--- src/fpe_pkg.sv ---
// Package with register map, field positions, reset values and carrier types
// Summary of operation
// - Program mode needs enable and program setup
// - Setup register clears on reset, hardware standby
// - Setup bits clear in low-power modes
// - Setup register reads zero, ignores writes when disabled
// - Error flag bit 7, read-only, sets protection
// - Erase setup bit 1, program setup bit 0
// - High select bits 1:0, low bits 7:0
// - Normal mode: blocks 9,8,7 read zero, fixed
// - Select registers clear in standby, without enable
// - Only the selected block may be erased
// - Select registers read zero when flash disabled
// - Program bit at bit 0 of first control
package fpe_pkg;
    localparam logic [11:0] FPE_OFF_CTRL1 = 12'h000;
    localparam logic [11:0] FPE_OFF_SETUP = 12'h004;
    localparam logic [11:0] FPE_OFF_EBH = 12'h008;
    localparam logic [11:0] FPE_OFF_EBL = 12'h00c;
    localparam logic [11:0] FPE_OFF_IRQ_STAT = 12'h010;
    localparam logic [11:0] FPE_OFF_IRQ_MASK = 12'h014;
    localparam int FPE_BIT_PROG = 0;
    localparam int FPE_BIT_ERASE = 1;
    localparam int FPE_BIT_PV = 2;
    localparam int FPE_BIT_EV = 3;
    localparam int FPE_BIT_SWE = 6;
    localparam int FPE_BIT_PSU = 0;
    localparam int FPE_BIT_ESU = 1;
    localparam int FPE_BIT_ERR = 7;
    localparam logic [7:0] FPE_RST8 = 8'h00;
    localparam logic [7:0] FPE_CTRL1_MASK = 8'h4f;
    localparam logic [7:0] FPE_SETUP_MASK = 8'h03;
    localparam logic [7:0] FPE_EBH_MASK = 8'h03;
    localparam logic [7:0] FPE_EBL_NORMAL_MASK = 8'h7f;
    localparam logic [1:0] FPE_EBH_NORMAL_MASK = 2'h0;
    localparam int FPE_NBLK = 10;
    localparam int FPE_NIRQ = 3;
    localparam int FPE_IRQ_ERR = 0;
    localparam int FPE_IRQ_PROG = 1;
    localparam int FPE_IRQ_ERASE = 2;

    typedef struct packed {
        logic hw_standby;
        logic low_power;
        logic flash_disabled;
        logic normal_mode;
    } fpe_mode_t;

    typedef struct packed {
        logic prog_active;
        logic erase_active;
        logic [FPE_NBLK-1:0] erase_allow;
    } fpe_flash_ctl_t;

    typedef enum logic [2:0] {
        FPE_IDLE = 3'b001,
        FPE_PROG = 3'b010,
        FPE_ERASE = 3'b100
    } fpe_state_t;
endpackage

--- src/fpe_flash_pe_ctrl.sv ---
// Flash program/erase control: setup, error and block-select registers
`timescale 1ns/1ps
module fpe_flash_pe_ctrl (
    input wire logic clk,
    input wire logic reset_n,
    input wire logic clk_en,
    input wire logic psel,
    input wire logic penable,
    input wire logic pwrite,
    input wire logic [11:0] paddr,
    input wire logic [31:0] pwdata,
    output logic [31:0] prdata,
    output logic pready,
    output logic pslverr,
    input wire fpe_pkg::fpe_mode_t mode,
    input wire logic flash_error,
    output fpe_pkg::fpe_flash_ctl_t flash_ctl,
    output logic irq
);
    logic wr;
    logic [11:0] addr;
    logic hit;
    logic [31:0] rdata;
    logic [7:0] ctrl1_r, ctrl1_nxt;
    logic [7:0] setup_r, setup_nxt;
    logic [7:0] ebh_r, ebh_nxt;
    logic [7:0] ebl_r, ebl_nxt;
    logic [fpe_pkg::FPE_NIRQ-1:0] mask_r, mask_nxt;
    logic [fpe_pkg::FPE_NIRQ-1:0] irq_stat;
    logic [fpe_pkg::FPE_NIRQ-1:0] irq_clr;
    logic [fpe_pkg::FPE_NIRQ-1:0] irq_evt;
    fpe_pkg::fpe_state_t state_r, state_nxt;
    logic err;
    logic clr_all;
    logic software_write_enable;
    logic [7:0] wb;

    function automatic logic is_wr(input logic [11:0] a, input logic [11:0] off, input logic w);
        is_wr = w && (a == off);
    endfunction

    assign wb = pwdata[7:0];
    assign err = setup_r[fpe_pkg::FPE_BIT_ERR];
    assign software_write_enable = ctrl1_r[fpe_pkg::FPE_BIT_SWE];
    assign clr_all = mode.hw_standby;

    fpe_apb u_apb (
        .psel(psel),
        .penable(penable),
        .pwrite(pwrite),
        .paddr(paddr),
        .rdata_in(rdata),
        .map_hit(hit),
        .pready(pready),
        .pslverr(pslverr),
        .prdata(prdata),
        .wr_strobe(wr),
        .reg_addr(addr)
    );

    always_comb begin
        hit = (addr == fpe_pkg::FPE_OFF_CTRL1) || (addr == fpe_pkg::FPE_OFF_SETUP)
            || (addr == fpe_pkg::FPE_OFF_EBH) || (addr == fpe_pkg::FPE_OFF_EBL)
            || (addr == fpe_pkg::FPE_OFF_IRQ_STAT) || (addr == fpe_pkg::FPE_OFF_IRQ_MASK);
    end

    // First control register: verify bits plain, program and erase bits gated
    always_comb begin
        ctrl1_nxt = ctrl1_r;
        if (clr_all) begin
            ctrl1_nxt = fpe_pkg::FPE_RST8;
        end else if (is_wr(addr, fpe_pkg::FPE_OFF_CTRL1, wr) && !mode.flash_disabled) begin
            ctrl1_nxt = wb & fpe_pkg::FPE_CTRL1_MASK;
            // Program entry needs enable and setup already set, and no error
            if (!(software_write_enable && setup_r[fpe_pkg::FPE_BIT_PSU] && !err)) begin
                ctrl1_nxt[fpe_pkg::FPE_BIT_PROG] = 1'b0;
            end
            if (!(software_write_enable && setup_r[fpe_pkg::FPE_BIT_ESU] && !err)) begin
                ctrl1_nxt[fpe_pkg::FPE_BIT_ERASE] = 1'b0;
            end
        end
    end

    // Setup register: error flag set by hardware only, never by software
    always_comb begin
        setup_nxt = setup_r;
        if (clr_all) begin
            setup_nxt = fpe_pkg::FPE_RST8;
        end else begin
            if (is_wr(addr, fpe_pkg::FPE_OFF_SETUP, wr) && !mode.flash_disabled) begin
                setup_nxt[1:0] = wb[1:0] & fpe_pkg::FPE_SETUP_MASK[1:0];
            end
            if (mode.low_power) begin
                setup_nxt[1:0] = 2'h0;
            end
            if (flash_error && (state_r != fpe_pkg::FPE_IDLE)) begin
                setup_nxt[fpe_pkg::FPE_BIT_ERR] = 1'b1;
            end
        end
    end

    // Block-select registers, held clear outside an enabled session
    always_comb begin
        ebh_nxt = ebh_r;
        ebl_nxt = ebl_r;
        if (is_wr(addr, fpe_pkg::FPE_OFF_EBH, wr) && !mode.flash_disabled) begin
            ebh_nxt = wb & fpe_pkg::FPE_EBH_MASK;
            if (mode.normal_mode) begin
                ebh_nxt[1:0] = fpe_pkg::FPE_EBH_NORMAL_MASK;
            end
        end
        if (is_wr(addr, fpe_pkg::FPE_OFF_EBL, wr) && !mode.flash_disabled) begin
            ebl_nxt = mode.normal_mode ? (wb & fpe_pkg::FPE_EBL_NORMAL_MASK) : wb;
        end
        if (clr_all || mode.low_power || !software_write_enable) begin
            ebh_nxt = fpe_pkg::FPE_RST8;
            ebl_nxt = fpe_pkg::FPE_RST8;
        end
    end

    always_comb begin
        mask_nxt = mask_r;
        if (is_wr(addr, fpe_pkg::FPE_OFF_IRQ_MASK, wr)) begin
            mask_nxt = wb[fpe_pkg::FPE_NIRQ-1:0];
        end
        irq_clr = is_wr(addr, fpe_pkg::FPE_OFF_IRQ_STAT, wr) ? wb[fpe_pkg::FPE_NIRQ-1:0] : '0;
    end

    // Operation state tracks the flash mode driven out
    always_comb begin
        case (state_r)
            fpe_pkg::FPE_IDLE: begin
                if (ctrl1_r[fpe_pkg::FPE_BIT_PROG]) begin
                    state_nxt = fpe_pkg::FPE_PROG;
                end else if (ctrl1_r[fpe_pkg::FPE_BIT_ERASE]) begin
                    state_nxt = fpe_pkg::FPE_ERASE;
                end else begin
                    state_nxt = fpe_pkg::FPE_IDLE;
                end
            end
            fpe_pkg::FPE_PROG: begin
                state_nxt = ctrl1_r[fpe_pkg::FPE_BIT_PROG] ? fpe_pkg::FPE_PROG : fpe_pkg::FPE_IDLE;
            end
            fpe_pkg::FPE_ERASE: begin
                state_nxt = ctrl1_r[fpe_pkg::FPE_BIT_ERASE] ? fpe_pkg::FPE_ERASE : fpe_pkg::FPE_IDLE;
            end
            default: begin
                state_nxt = fpe_pkg::FPE_IDLE;
            end
        endcase
        if (err) begin
            state_nxt = fpe_pkg::FPE_IDLE;
        end
        irq_evt = '0;
        irq_evt[fpe_pkg::FPE_IRQ_ERR] = setup_nxt[fpe_pkg::FPE_BIT_ERR] & ~err;
        irq_evt[fpe_pkg::FPE_IRQ_PROG] = (state_r == fpe_pkg::FPE_PROG)
            && (state_nxt == fpe_pkg::FPE_IDLE);
        irq_evt[fpe_pkg::FPE_IRQ_ERASE] = (state_r == fpe_pkg::FPE_ERASE)
            && (state_nxt == fpe_pkg::FPE_IDLE);
    end

    always_ff @(posedge clk or negedge reset_n) begin
        if (!reset_n) begin
            ctrl1_r <= fpe_pkg::FPE_RST8;
            setup_r <= fpe_pkg::FPE_RST8;
            ebh_r <= fpe_pkg::FPE_RST8;
            ebl_r <= fpe_pkg::FPE_RST8;
            mask_r <= '0;
            state_r <= fpe_pkg::FPE_IDLE;
        end else if (clk_en) begin
            ctrl1_r <= ctrl1_nxt;
            setup_r <= setup_nxt;
            ebh_r <= ebh_nxt;
            ebl_r <= ebl_nxt;
            mask_r <= mask_nxt;
            state_r <= state_nxt;
        end
    end

    fpe_irq #(.N(fpe_pkg::FPE_NIRQ)) u_irq (
        .clk(clk),
        .reset_n(reset_n),
        .clk_en(clk_en),
        .event_in(irq_evt),
        .clear_in(irq_clr),
        .mask_in(mask_r),
        .status(irq_stat),
        .irq(irq)
    );

    // Reads of setup and block-select registers return zero while the flash is disabled
    always_comb begin
        rdata = 32'h0000_0000;
        case (addr)
            fpe_pkg::FPE_OFF_CTRL1: rdata[7:0] = ctrl1_r;
            fpe_pkg::FPE_OFF_SETUP: rdata[7:0] = mode.flash_disabled ? 8'h00 : setup_r;
            fpe_pkg::FPE_OFF_EBH: begin
                rdata[7:0] = mode.flash_disabled ? 8'h00 : ebh_r;
                // Bits set before normal mode was entered must still read as zero
                if (mode.normal_mode) begin
                    rdata[7:0] = 8'h00;
                end
            end
            fpe_pkg::FPE_OFF_EBL: begin
                rdata[7:0] = mode.flash_disabled ? 8'h00 : ebl_r;
                if (mode.normal_mode) begin
                    rdata[7] = 1'b0;
                end
            end
            fpe_pkg::FPE_OFF_IRQ_STAT: rdata[fpe_pkg::FPE_NIRQ-1:0] = irq_stat;
            fpe_pkg::FPE_OFF_IRQ_MASK: rdata[fpe_pkg::FPE_NIRQ-1:0] = mask_r;
            default: rdata = 32'h0000_0000;
        endcase
    end

    // Erase enables only the selected block; relies on software choosing one
    always_comb begin
        flash_ctl.prog_active = (state_r == fpe_pkg::FPE_PROG);
        flash_ctl.erase_active = (state_r == fpe_pkg::FPE_ERASE);
        flash_ctl.erase_allow = (state_r == fpe_pkg::FPE_ERASE)
            ? {ebh_r[1:0], ebl_r} : '0;
    end

    a_prog_needs_setup: assert property (@(posedge clk) disable iff (!reset_n)
        (clk_en && $rose(ctrl1_r[0])) |-> $past(software_write_enable) && $past(setup_r[0]) && !$past(err))
        else $error("program bit set without enable and setup");
    a_setup_hw_clear: assert property (@(posedge clk) disable iff (!reset_n)
        (clk_en && mode.hw_standby) |=> (setup_r == 8'h00))
        else $error("setup register not cleared in hardware standby");
    a_lowpower_setup: assert property (@(posedge clk) disable iff (!reset_n)
        (clk_en && mode.low_power) |=> (setup_r[1:0] == 2'h0))
        else $error("setup bits survive low power");
    a_disabled_rd_zero: assert property (@(posedge clk) disable iff (!reset_n)
        (psel && penable && mode.flash_disabled && (addr == fpe_pkg::FPE_OFF_SETUP
            || addr == fpe_pkg::FPE_OFF_EBL || addr == fpe_pkg::FPE_OFF_EBH)) |-> (prdata == 32'h0))
        else $error("disabled flash register read not zero");
    a_err_sticky: assert property (@(posedge clk) disable iff (!reset_n)
        (clk_en && err && !mode.hw_standby) |=> err)
        else $error("error flag dropped without standby");
    a_unused_zero: assert property (@(posedge clk) disable iff (!reset_n)
        (setup_r[6:2] == 5'h00) && (ebh_r[7:2] == 6'h00))
        else $error("unused bits not zero");
    a_normal_masked: assert property (@(posedge clk) disable iff (!reset_n)
        (clk_en && mode.normal_mode && wr) |=> (ebh_r[1:0] == 2'h0 || $past(ebh_r[1:0]) == ebh_r[1:0])
            && (ebl_r[7] == 1'b0 || $past(ebl_r[7])))
        else $error("normal mode wrote masked select bit");
    a_sel_cleared: assert property (@(posedge clk) disable iff (!reset_n)
        (clk_en && !software_write_enable) |=> (ebh_r == 8'h00) && (ebl_r == 8'h00))
        else $error("select registers not cleared without enable");
    a_erase_only_sel: assert property (@(posedge clk) disable iff (!reset_n)
        ((flash_ctl.erase_allow & ~{ebh_r[1:0], ebl_r}) == '0))
        else $error("unselected block erasable");
    a_err_blocks: assert property (@(posedge clk) disable iff (!reset_n)
        err |=> !flash_ctl.prog_active && !flash_ctl.erase_active)
        else $error("program or erase active with error flag");
    a_prog_bit_pos: assert property (@(posedge clk) disable iff (!reset_n)
        (clk_en && wr && addr == fpe_pkg::FPE_OFF_CTRL1 && !mode.flash_disabled && !mode.hw_standby
            && software_write_enable && setup_r[0] && !err) |=> (ctrl1_r[0] == $past(pwdata[0])))
        else $error("program bit not taken from bit 0");
    a_erase_gated: assert property (@(posedge clk) disable iff (!reset_n)
        (clk_en && $rose(ctrl1_r[1])) |-> $past(software_write_enable) && $past(setup_r[1]) && !$past(err))
        else $error("erase bit set without enable and setup");
    a_disabled_setup: assert property (@(posedge clk) disable iff (!reset_n)
        (clk_en && mode.flash_disabled && !mode.hw_standby && !mode.low_power)
            |=> $stable(setup_r[1:0]))
        else $error("setup bits changed while flash disabled");
    a_disabled_sel: assert property (@(posedge clk) disable iff (!reset_n)
        (clk_en && mode.flash_disabled && software_write_enable && !mode.hw_standby && !mode.low_power)
            |=> $stable(ebl_r) && $stable(ebh_r))
        else $error("select registers changed while flash disabled");
    a_lowpower_sel: assert property (@(posedge clk) disable iff (!reset_n)
        (clk_en && mode.low_power) |=> (ebh_r == 8'h00) && (ebl_r == 8'h00))
        else $error("select registers survive low power");
    a_err_set: assert property (@(posedge clk) disable iff (!reset_n)
        (clk_en && flash_error && state_r != fpe_pkg::FPE_IDLE && !mode.hw_standby) |=> err)
        else $error("error flag not set by array error");
    a_normal_rd_zero: assert property (@(posedge clk) disable iff (!reset_n)
        (psel && penable && !pwrite && mode.normal_mode && addr == fpe_pkg::FPE_OFF_EBH)
            |-> (prdata == 32'h0))
        else $error("normal mode high select read not zero");
    a_ebh_normal_wr: assert property (@(posedge clk) disable iff (!reset_n)
        (clk_en && mode.normal_mode && wr && addr == fpe_pkg::FPE_OFF_EBH)
            |=> (ebh_r[1:0] == 2'h0))
        else $error("normal mode write reached high select bits");
    a_setup_wr: assert property (@(posedge clk) disable iff (!reset_n)
        (clk_en && wr && addr == fpe_pkg::FPE_OFF_SETUP && !mode.flash_disabled
            && !mode.hw_standby && !mode.low_power) |=> (setup_r[1:0] == $past(pwdata[1:0])))
        else $error("setup bits not written at bits 1 and 0");
    a_state_onehot: assert property (@(posedge clk) disable iff (!reset_n)
        $onehot(state_r))
        else $error("operation state not one-hot");
endmodule // fpe_flash_pe_ctrl

--- src/fpe_irq.sv ---
// Sticky interrupt status with write-one-to-clear and mask
`timescale 1ns/1ps
module fpe_irq #(
    parameter int N = 3
) (
    input wire logic clk,
    input wire logic reset_n,
    input wire logic clk_en,
    input wire logic [N-1:0] event_in,
    input wire logic [N-1:0] clear_in,
    input wire logic [N-1:0] mask_in,
    output logic [N-1:0] status,
    output logic irq
);
    logic [N-1:0] stat_r;
    logic [N-1:0] stat_nxt;

    // Set wins over a clear in the same cycle so no event is lost
    always_comb begin
        stat_nxt = (stat_r & ~clear_in) | event_in;
    end

    always_ff @(posedge clk or negedge reset_n) begin
        if (!reset_n) begin
            stat_r <= '0;
        end else if (clk_en) begin
            stat_r <= stat_nxt;
        end
    end

    assign status = stat_r;
    assign irq = |(stat_r & mask_in);
endmodule // fpe_irq

--- src/fpe_apb.sv ---
// APB slave front end: decode of strobes, zero-wait answer
`timescale 1ns/1ps
module fpe_apb (
    input wire logic psel,
    input wire logic penable,
    input wire logic pwrite,
    input wire logic [11:0] paddr,
    input wire logic [31:0] rdata_in,
    input wire logic map_hit,
    output logic pready,
    output logic pslverr,
    output logic [31:0] prdata,
    output logic wr_strobe,
    output logic [11:0] reg_addr
);
    // Single-cycle access phase; unmapped offsets answer with an error
    always_comb begin
        pready = psel & penable;
        pslverr = psel & penable & ~map_hit;
        wr_strobe = psel & penable & pwrite & map_hit;
        prdata = (psel & penable & ~pwrite & map_hit) ? rdata_in : 32'h0000_0000;
        reg_addr = {paddr[11:2], 2'b00};
    end
endmodule // fpe_apb

--- config.mk ---
export PLATFORM = sky130hd
export DESIGN_NAME = fpe_flash_pe_ctrl
export DESIGN_NICKNAME = d
export VERILOG_FILES = /design/src/fpe_pkg.sv /design/src/fpe_flash_pe_ctrl.sv /design/src/fpe_irq.sv /design/src/fpe_apb.sv
export SDC_FILE = /design/constraint.sdc
export NUM_CORES = 1
export LEC_CHECK = 0
export ABC_AREA = 1
export ABC_CLOCK_PERIOD_IN_PS = 3840
export BUFFER_PORTS_ARGS = -buffer_cell sky130_fd_sc_hd__buf_4
export CAP_MARGIN = 40
export CORE_MARGIN = 2
export CORE_UTILIZATION = 51
export CTS_BUF_LIST = sky130_fd_sc_hd__clkbuf_16
export DETAILED_ROUTE_END_ITERATION = 12
export GPL_ROUTABILITY_DRIVEN = 0
export PLACE_DENSITY = 0.91
export SLEW_MARGIN = 10
export SYNTH_ARGS = -nofsm -noshare
export SYNTH_HDL_FRONTEND = slang
export SYNTH_SLANG_ARGS = --single-unit
--- constraint.sdc ---
create_clock -name clk -period 3.84 [get_ports clk]
set_input_delay 0.576 -clock clk [delete_from_list [all_inputs] [get_ports clk]]
set_output_delay 0.576 -clock clk [all_outputs]
set_load 0.005 [all_outputs]
### After elaboration in Yosys (flattened, before gate mapping)

Index checks and enable logic that the tools add are counted.

* input bits: 55
* register bits: 36
* logic and storage cells: 100

* mux-type cells: 30
* eq/ne operators: 10
* bitwise logic cells: 14
* reduce and logical (&&, ||, !) cells: 38

Operators by type and width (number)
* $mux W8: 12
* $eq A10 B2 Y1 const B: 2
* $eq A10 B3 Y1 const B: 2
* $pmux W5 S4: 1
* $pmux W3 S6: 1
* $logic_and A1 B1 Y1: 17
* $logic_not A12 Y1: 1
* $mux W3: 4
* $eq A10 B1 Y1 const B: 1
* $mux W10: 1
* $mux W2: 5
* $reduce_and A2 Y1: 5
* $pmux W3 S3: 1
* $and A1 B1 Y1: 7
* $logic_or A1 B1 Y1: 7
* $and A3 B3 Y3: 2
* $eq A3 B1 Y1 const B: 2
* $reduce_bool A2 Y1: 3
* $mux W1: 5
* $eq A3 B2 Y1 const B: 1
* $eq A3 B3 Y1 const B: 1
* $logic_not A1 Y1: 3
* $ne A3 B1 Y1 const B: 1
* $not A1 Y1: 3
* other kinds (4): 4

### Depth between registers and ports, before layout

* depth in word-level cells: 12
* depth in mapped cells: 9
* gate-level depth less buffers: 9

### Modules after synthesis

Synthesis repeated with hierarchy kept, for this count alone.

* cell total of the unflattened synthesis: 351
* area total of the unflattened synthesis: 2449.8 sq um

By module, submodules not included
* fpe_flash_pe_ctrl: area an instance 1686.6 sq um, times used 1, cells each 242, seq. area each 601.8 sq um
* fpe_apb: area an instance 626.9 sq um, times used 1, cells each 90, seq. area each 0.0 sq um
* fpe_irq: area an instance 136.4 sq um, times used 1, cells each 19, seq. area each 75.1 sq um

### Least setup slack after synthesis

OpenSTA, ideal clock, no wires.

* path kind: input to output
* start: in paddr[7]
* end: out prdata[2]
* stages on the path: 9
* setup slack: 1771 ps
* path buffers: 0
* data arrival time: 1493 ps
* path through: nor2_1 -> nand2_2 -> nor2_8 -> nand2_4 -> nor2_8 -> inv_2 -> nor2_1 -> nor2_1 -> nor2_1

* longest elaborated chain between the ends: 8
* elaborated cells between the ends (all ways): 14
* classes of those cells: eq/ne (5); mux (2); bitwise (1); reduce/logical (6)

RTL lines
* start, declared: line fpe_flash_pe_ctrl.sv:10 `input wire logic [11:0] paddr,`
* $eq A10 B1 Y1 / $logic_not A12 Y1 (equally long branches): line fpe_flash_pe_ctrl.sv:62, fpe_flash_pe_ctrl.sv:194
* $logic_or A1 B1 Y1: line fpe_flash_pe_ctrl.sv:62 `hit = (addr == fpe_pkg::FPE_OFF_CTRL1) || (addr == fpe_pkg::FPE_OFF_SETUP)`
* $logic_or A1 B1 Y1 (2 in a row): line fpe_flash_pe_ctrl.sv:63 `|| (addr == fpe_pkg::FPE_OFF_EBH) || (addr == fpe_pkg::FPE_OFF_EBL)`
* $logic_or A1 B1 Y1 (2 in a row): line fpe_flash_pe_ctrl.sv:64 `|| (addr == fpe_pkg::FPE_OFF_IRQ_STAT) || (addr == fpe_pkg::FPE_OFF_IRQ_MASK);`
* $and A1 B1 Y1: line fpe_apb.sv:21 `prdata = (psel & penable & ~pwrite & map_hit) ? rdata_in : 32'h0000_0000;`
* $mux W8 *: line fpe_apb.sv:21
* end, declared: line fpe_flash_pe_ctrl.sv:12 `output logic [31:0] prdata,`

Every way passes the cells marked *; elsewhere a longest branch is shown, timed or not.

### Worst setup path in the final report

* start: in paddr[6]
* end: out prdata[6]

Same word-level chain as after synthesis.

==> reports/qor.txt <==
CP Cell Sequence: buf_4, nor2_2, nand2_1, nor2_1, o21ai_1, nor2_2, nand3_1, a21oi_1, buf_4
vias in the first global route: 2054
# diodes: 0
layout cells sized above 1: 23.0%
ys flop type: dfrtp_1
Max FO, Critical Path: 4
nets@finish: 422
Final Non-Filler Cells: 416
area grow syn2layout: 18.7%
Post-DP Area: 2460 um2
Worst R2R Start: state_r[0]$_DFFE_PN1P_
status: finished clean
Initial Util: 53.1%
largest cells by area after synthesis: dfrtp_1 (30%), nand2_1 (12%), nand3_1 (8.7%), buf_4 (8.4%), nor2_1 (7.7%)
Final Hold Fails: 0
WL per Instance: 13.3 um
Core ar.: 4030 um2
Clock Sinks: 27
top-area cell type share of the netlist area: 30.4%
PD cells: 242 nW/um2
Synth area leader: dfrtp_1
initial antenna violation count: 0
# Post-CTS Setup Buffers: 0
die area: 4730 um2
Critical Path AT: 1.96 ns
Synth Area in Adders: 0%
total track usage: 25.1%
Least-Margin Pin Slew: 0.546 ns
family with the most delay on the worst path: simple AND/OR/NAND/NOR gates
FF+latch count, synth: 27
register area share after synthesis: 31.6%
slowest stage cell, crit path: nor2_2
Rel. slew slack: 63.5%
worst path bufs/invs: 2
Post-Route WL: 5.53 mm
largest family of logic cells by synthesized area: simple AND/OR/NAND/NOR gates
mux cell area share after synthesis: 0%
Iter 0 DRT Violations: 148
simple-gate share of the synthesized area: 47.1%
area fraction in compound gates after synthesis: 3.92%
Tot Pwr: 0.614 mW
first-pass GRT wire length: 8.97 mm
Via density: 5.39
clk_skew: 0.00365 ns
Final Instance Area: 2540 um2
WS Path Type: in -> out
post-DP HPWL: 4.22 mm
# setup viols final: 0
Top-Level Pins: 102
Reg2Reg Setup Slack: 2.22 ns
Synth Area per Inst: 6.71 um2
Netlist cell types: 28
crit path launch type: input port
Vias: 2244
Buffers on Ports: 51
Die Height: 68.8 um
TritonCTS Buffers: 3
mapped cell area: 2140 um2
fin util: 63.0%
Reg clk slew, reported paths: 0.06 ns
router iterations before antenna repair: 5
total congestion overflow: 0
Worst EP required: 3.26 ns
number of synthesized flops with an enable pin: 0
crit end category: output port
Final Max Slew Viols: 0
most frequent cells after synthesis: nand2_1 (70), nor2_1 (44), nand3_1 (37), inv_1 (34), dfrtp_1 (26)
Max Fclk: 394 MHz
worst hold path class: in -> async
MaxCap Viol Count: 0
DRT antenna net count: 0
Peak supply drop: 187 uV
Leakage: 1.35 nW
hold_ws: 0.215 ns
R2R Path End: u_irq.status[2]$_DFFE_PN0P_
H-tree Lvls: 1
minimum clock period: 2.54 ns
clk buf depth: 2
Worst Reg-to-Reg Cells: 6
Die X: 68.8 um
count leader, synth: nand2_1
clk_lat worst skew: 0.26 ns
CTS resizes: 0
setup TNS: 0 ns
final period utilization: 66.1%
Synth Warn #: 0
Post-CTS Hold Fix Bufs: 0
Remaining DRCs: 0
CTS tree: yes
peak per-stage delay on the critical path: 0.23 ns
Post-Synth XOR/XNOR Area: 0%
largest net degree at the start of global routing: 28
pre-CTS setup slack: 1.32 ns
Root Buffer: clkbuf_16
placed cells: 412
RSZ-0062 raised after global routing: no
FFs w/ async S/R, synth: 100%
Placement Rows: 23
Synth Instances: 319
Setup WS post-layout: 1.30 ns
final cells by class:
cell class                 instances  area [um2]
sequential                        27         677
multi-input combinational        243        1180
clock buffer                       3        75.1
inverter                          41         156
timing repair buffer              51         383
tap                               50        62.6
clock inverter                     1        3.75
fill                             362        1490
power by group:
group	switching, mW	total (mW)	leakage, nW	internal (mW)
registers	0.00276	0.292	0.367	0.289
clock network	0.0955	0.235	0.0423	0.140
logic	0.0580	0.0875	0.943	0.0295
routing by layer:
metal  vias to the layer above  global-route usage [%]  share of wire [%]
li1                       1081                       -                  -
met1                      1035                    33.3                 41
met3                        18                    2.76                7.4
met2                       110                    40.1                 48
met5                         -                       0                  0
met4                         0                    13.7                3.3
kinds of logic (layout without fill, tap and decap cells):
| kind of cell | count (synthesis) | in the layout |
|---|---|---|
| buffers and inverters | 72 | 96 |
| AND/OR/NAND/NOR | 204 | 204 |
| other | 1 | 24 |
| flip-flops | 27 | 27 |
| AO/OA/AOI/OAI | 15 | 15 |
worst max path at each step:
stage          cells past startpoint        end      from
6_report                           9  prdata[6]  paddr[6]
5_1_grt                            9  prdata[3]  paddr[6]
3_5_place_dp                       9  prdata[4]  paddr[6]
3_3_place_gp                       9  prdata[7]  paddr[6]
4_1_cts                            9  prdata[4]  paddr[6]
2_1_floorplan                      9  prdata[2]  paddr[7]
sequential cells by signal (all words and copies together) (netlist names):
| name | count |
|---|---|
| ctrl1_r | 5 |
| u_irq.status | 3 |
| ebh_r | 2 |
| setup_r | 3 |
| mask_r | 3 |
| ebl_r | 8 |
| state_r | 3 |
layout by cell type, fill, tap and decap left out, drive strengths merged:
cell type  count
a21oi          3
o21ai         10
nand2         76
nor2          55
clkinv         1
nand4         27
clkbuf         3
o211ai         1
dfrtp         26
nand3         37
buf           51
dfstp          1
nor3           9
inv           41
o21bai         1
conb          24
(Power assumes the default switching activity.)
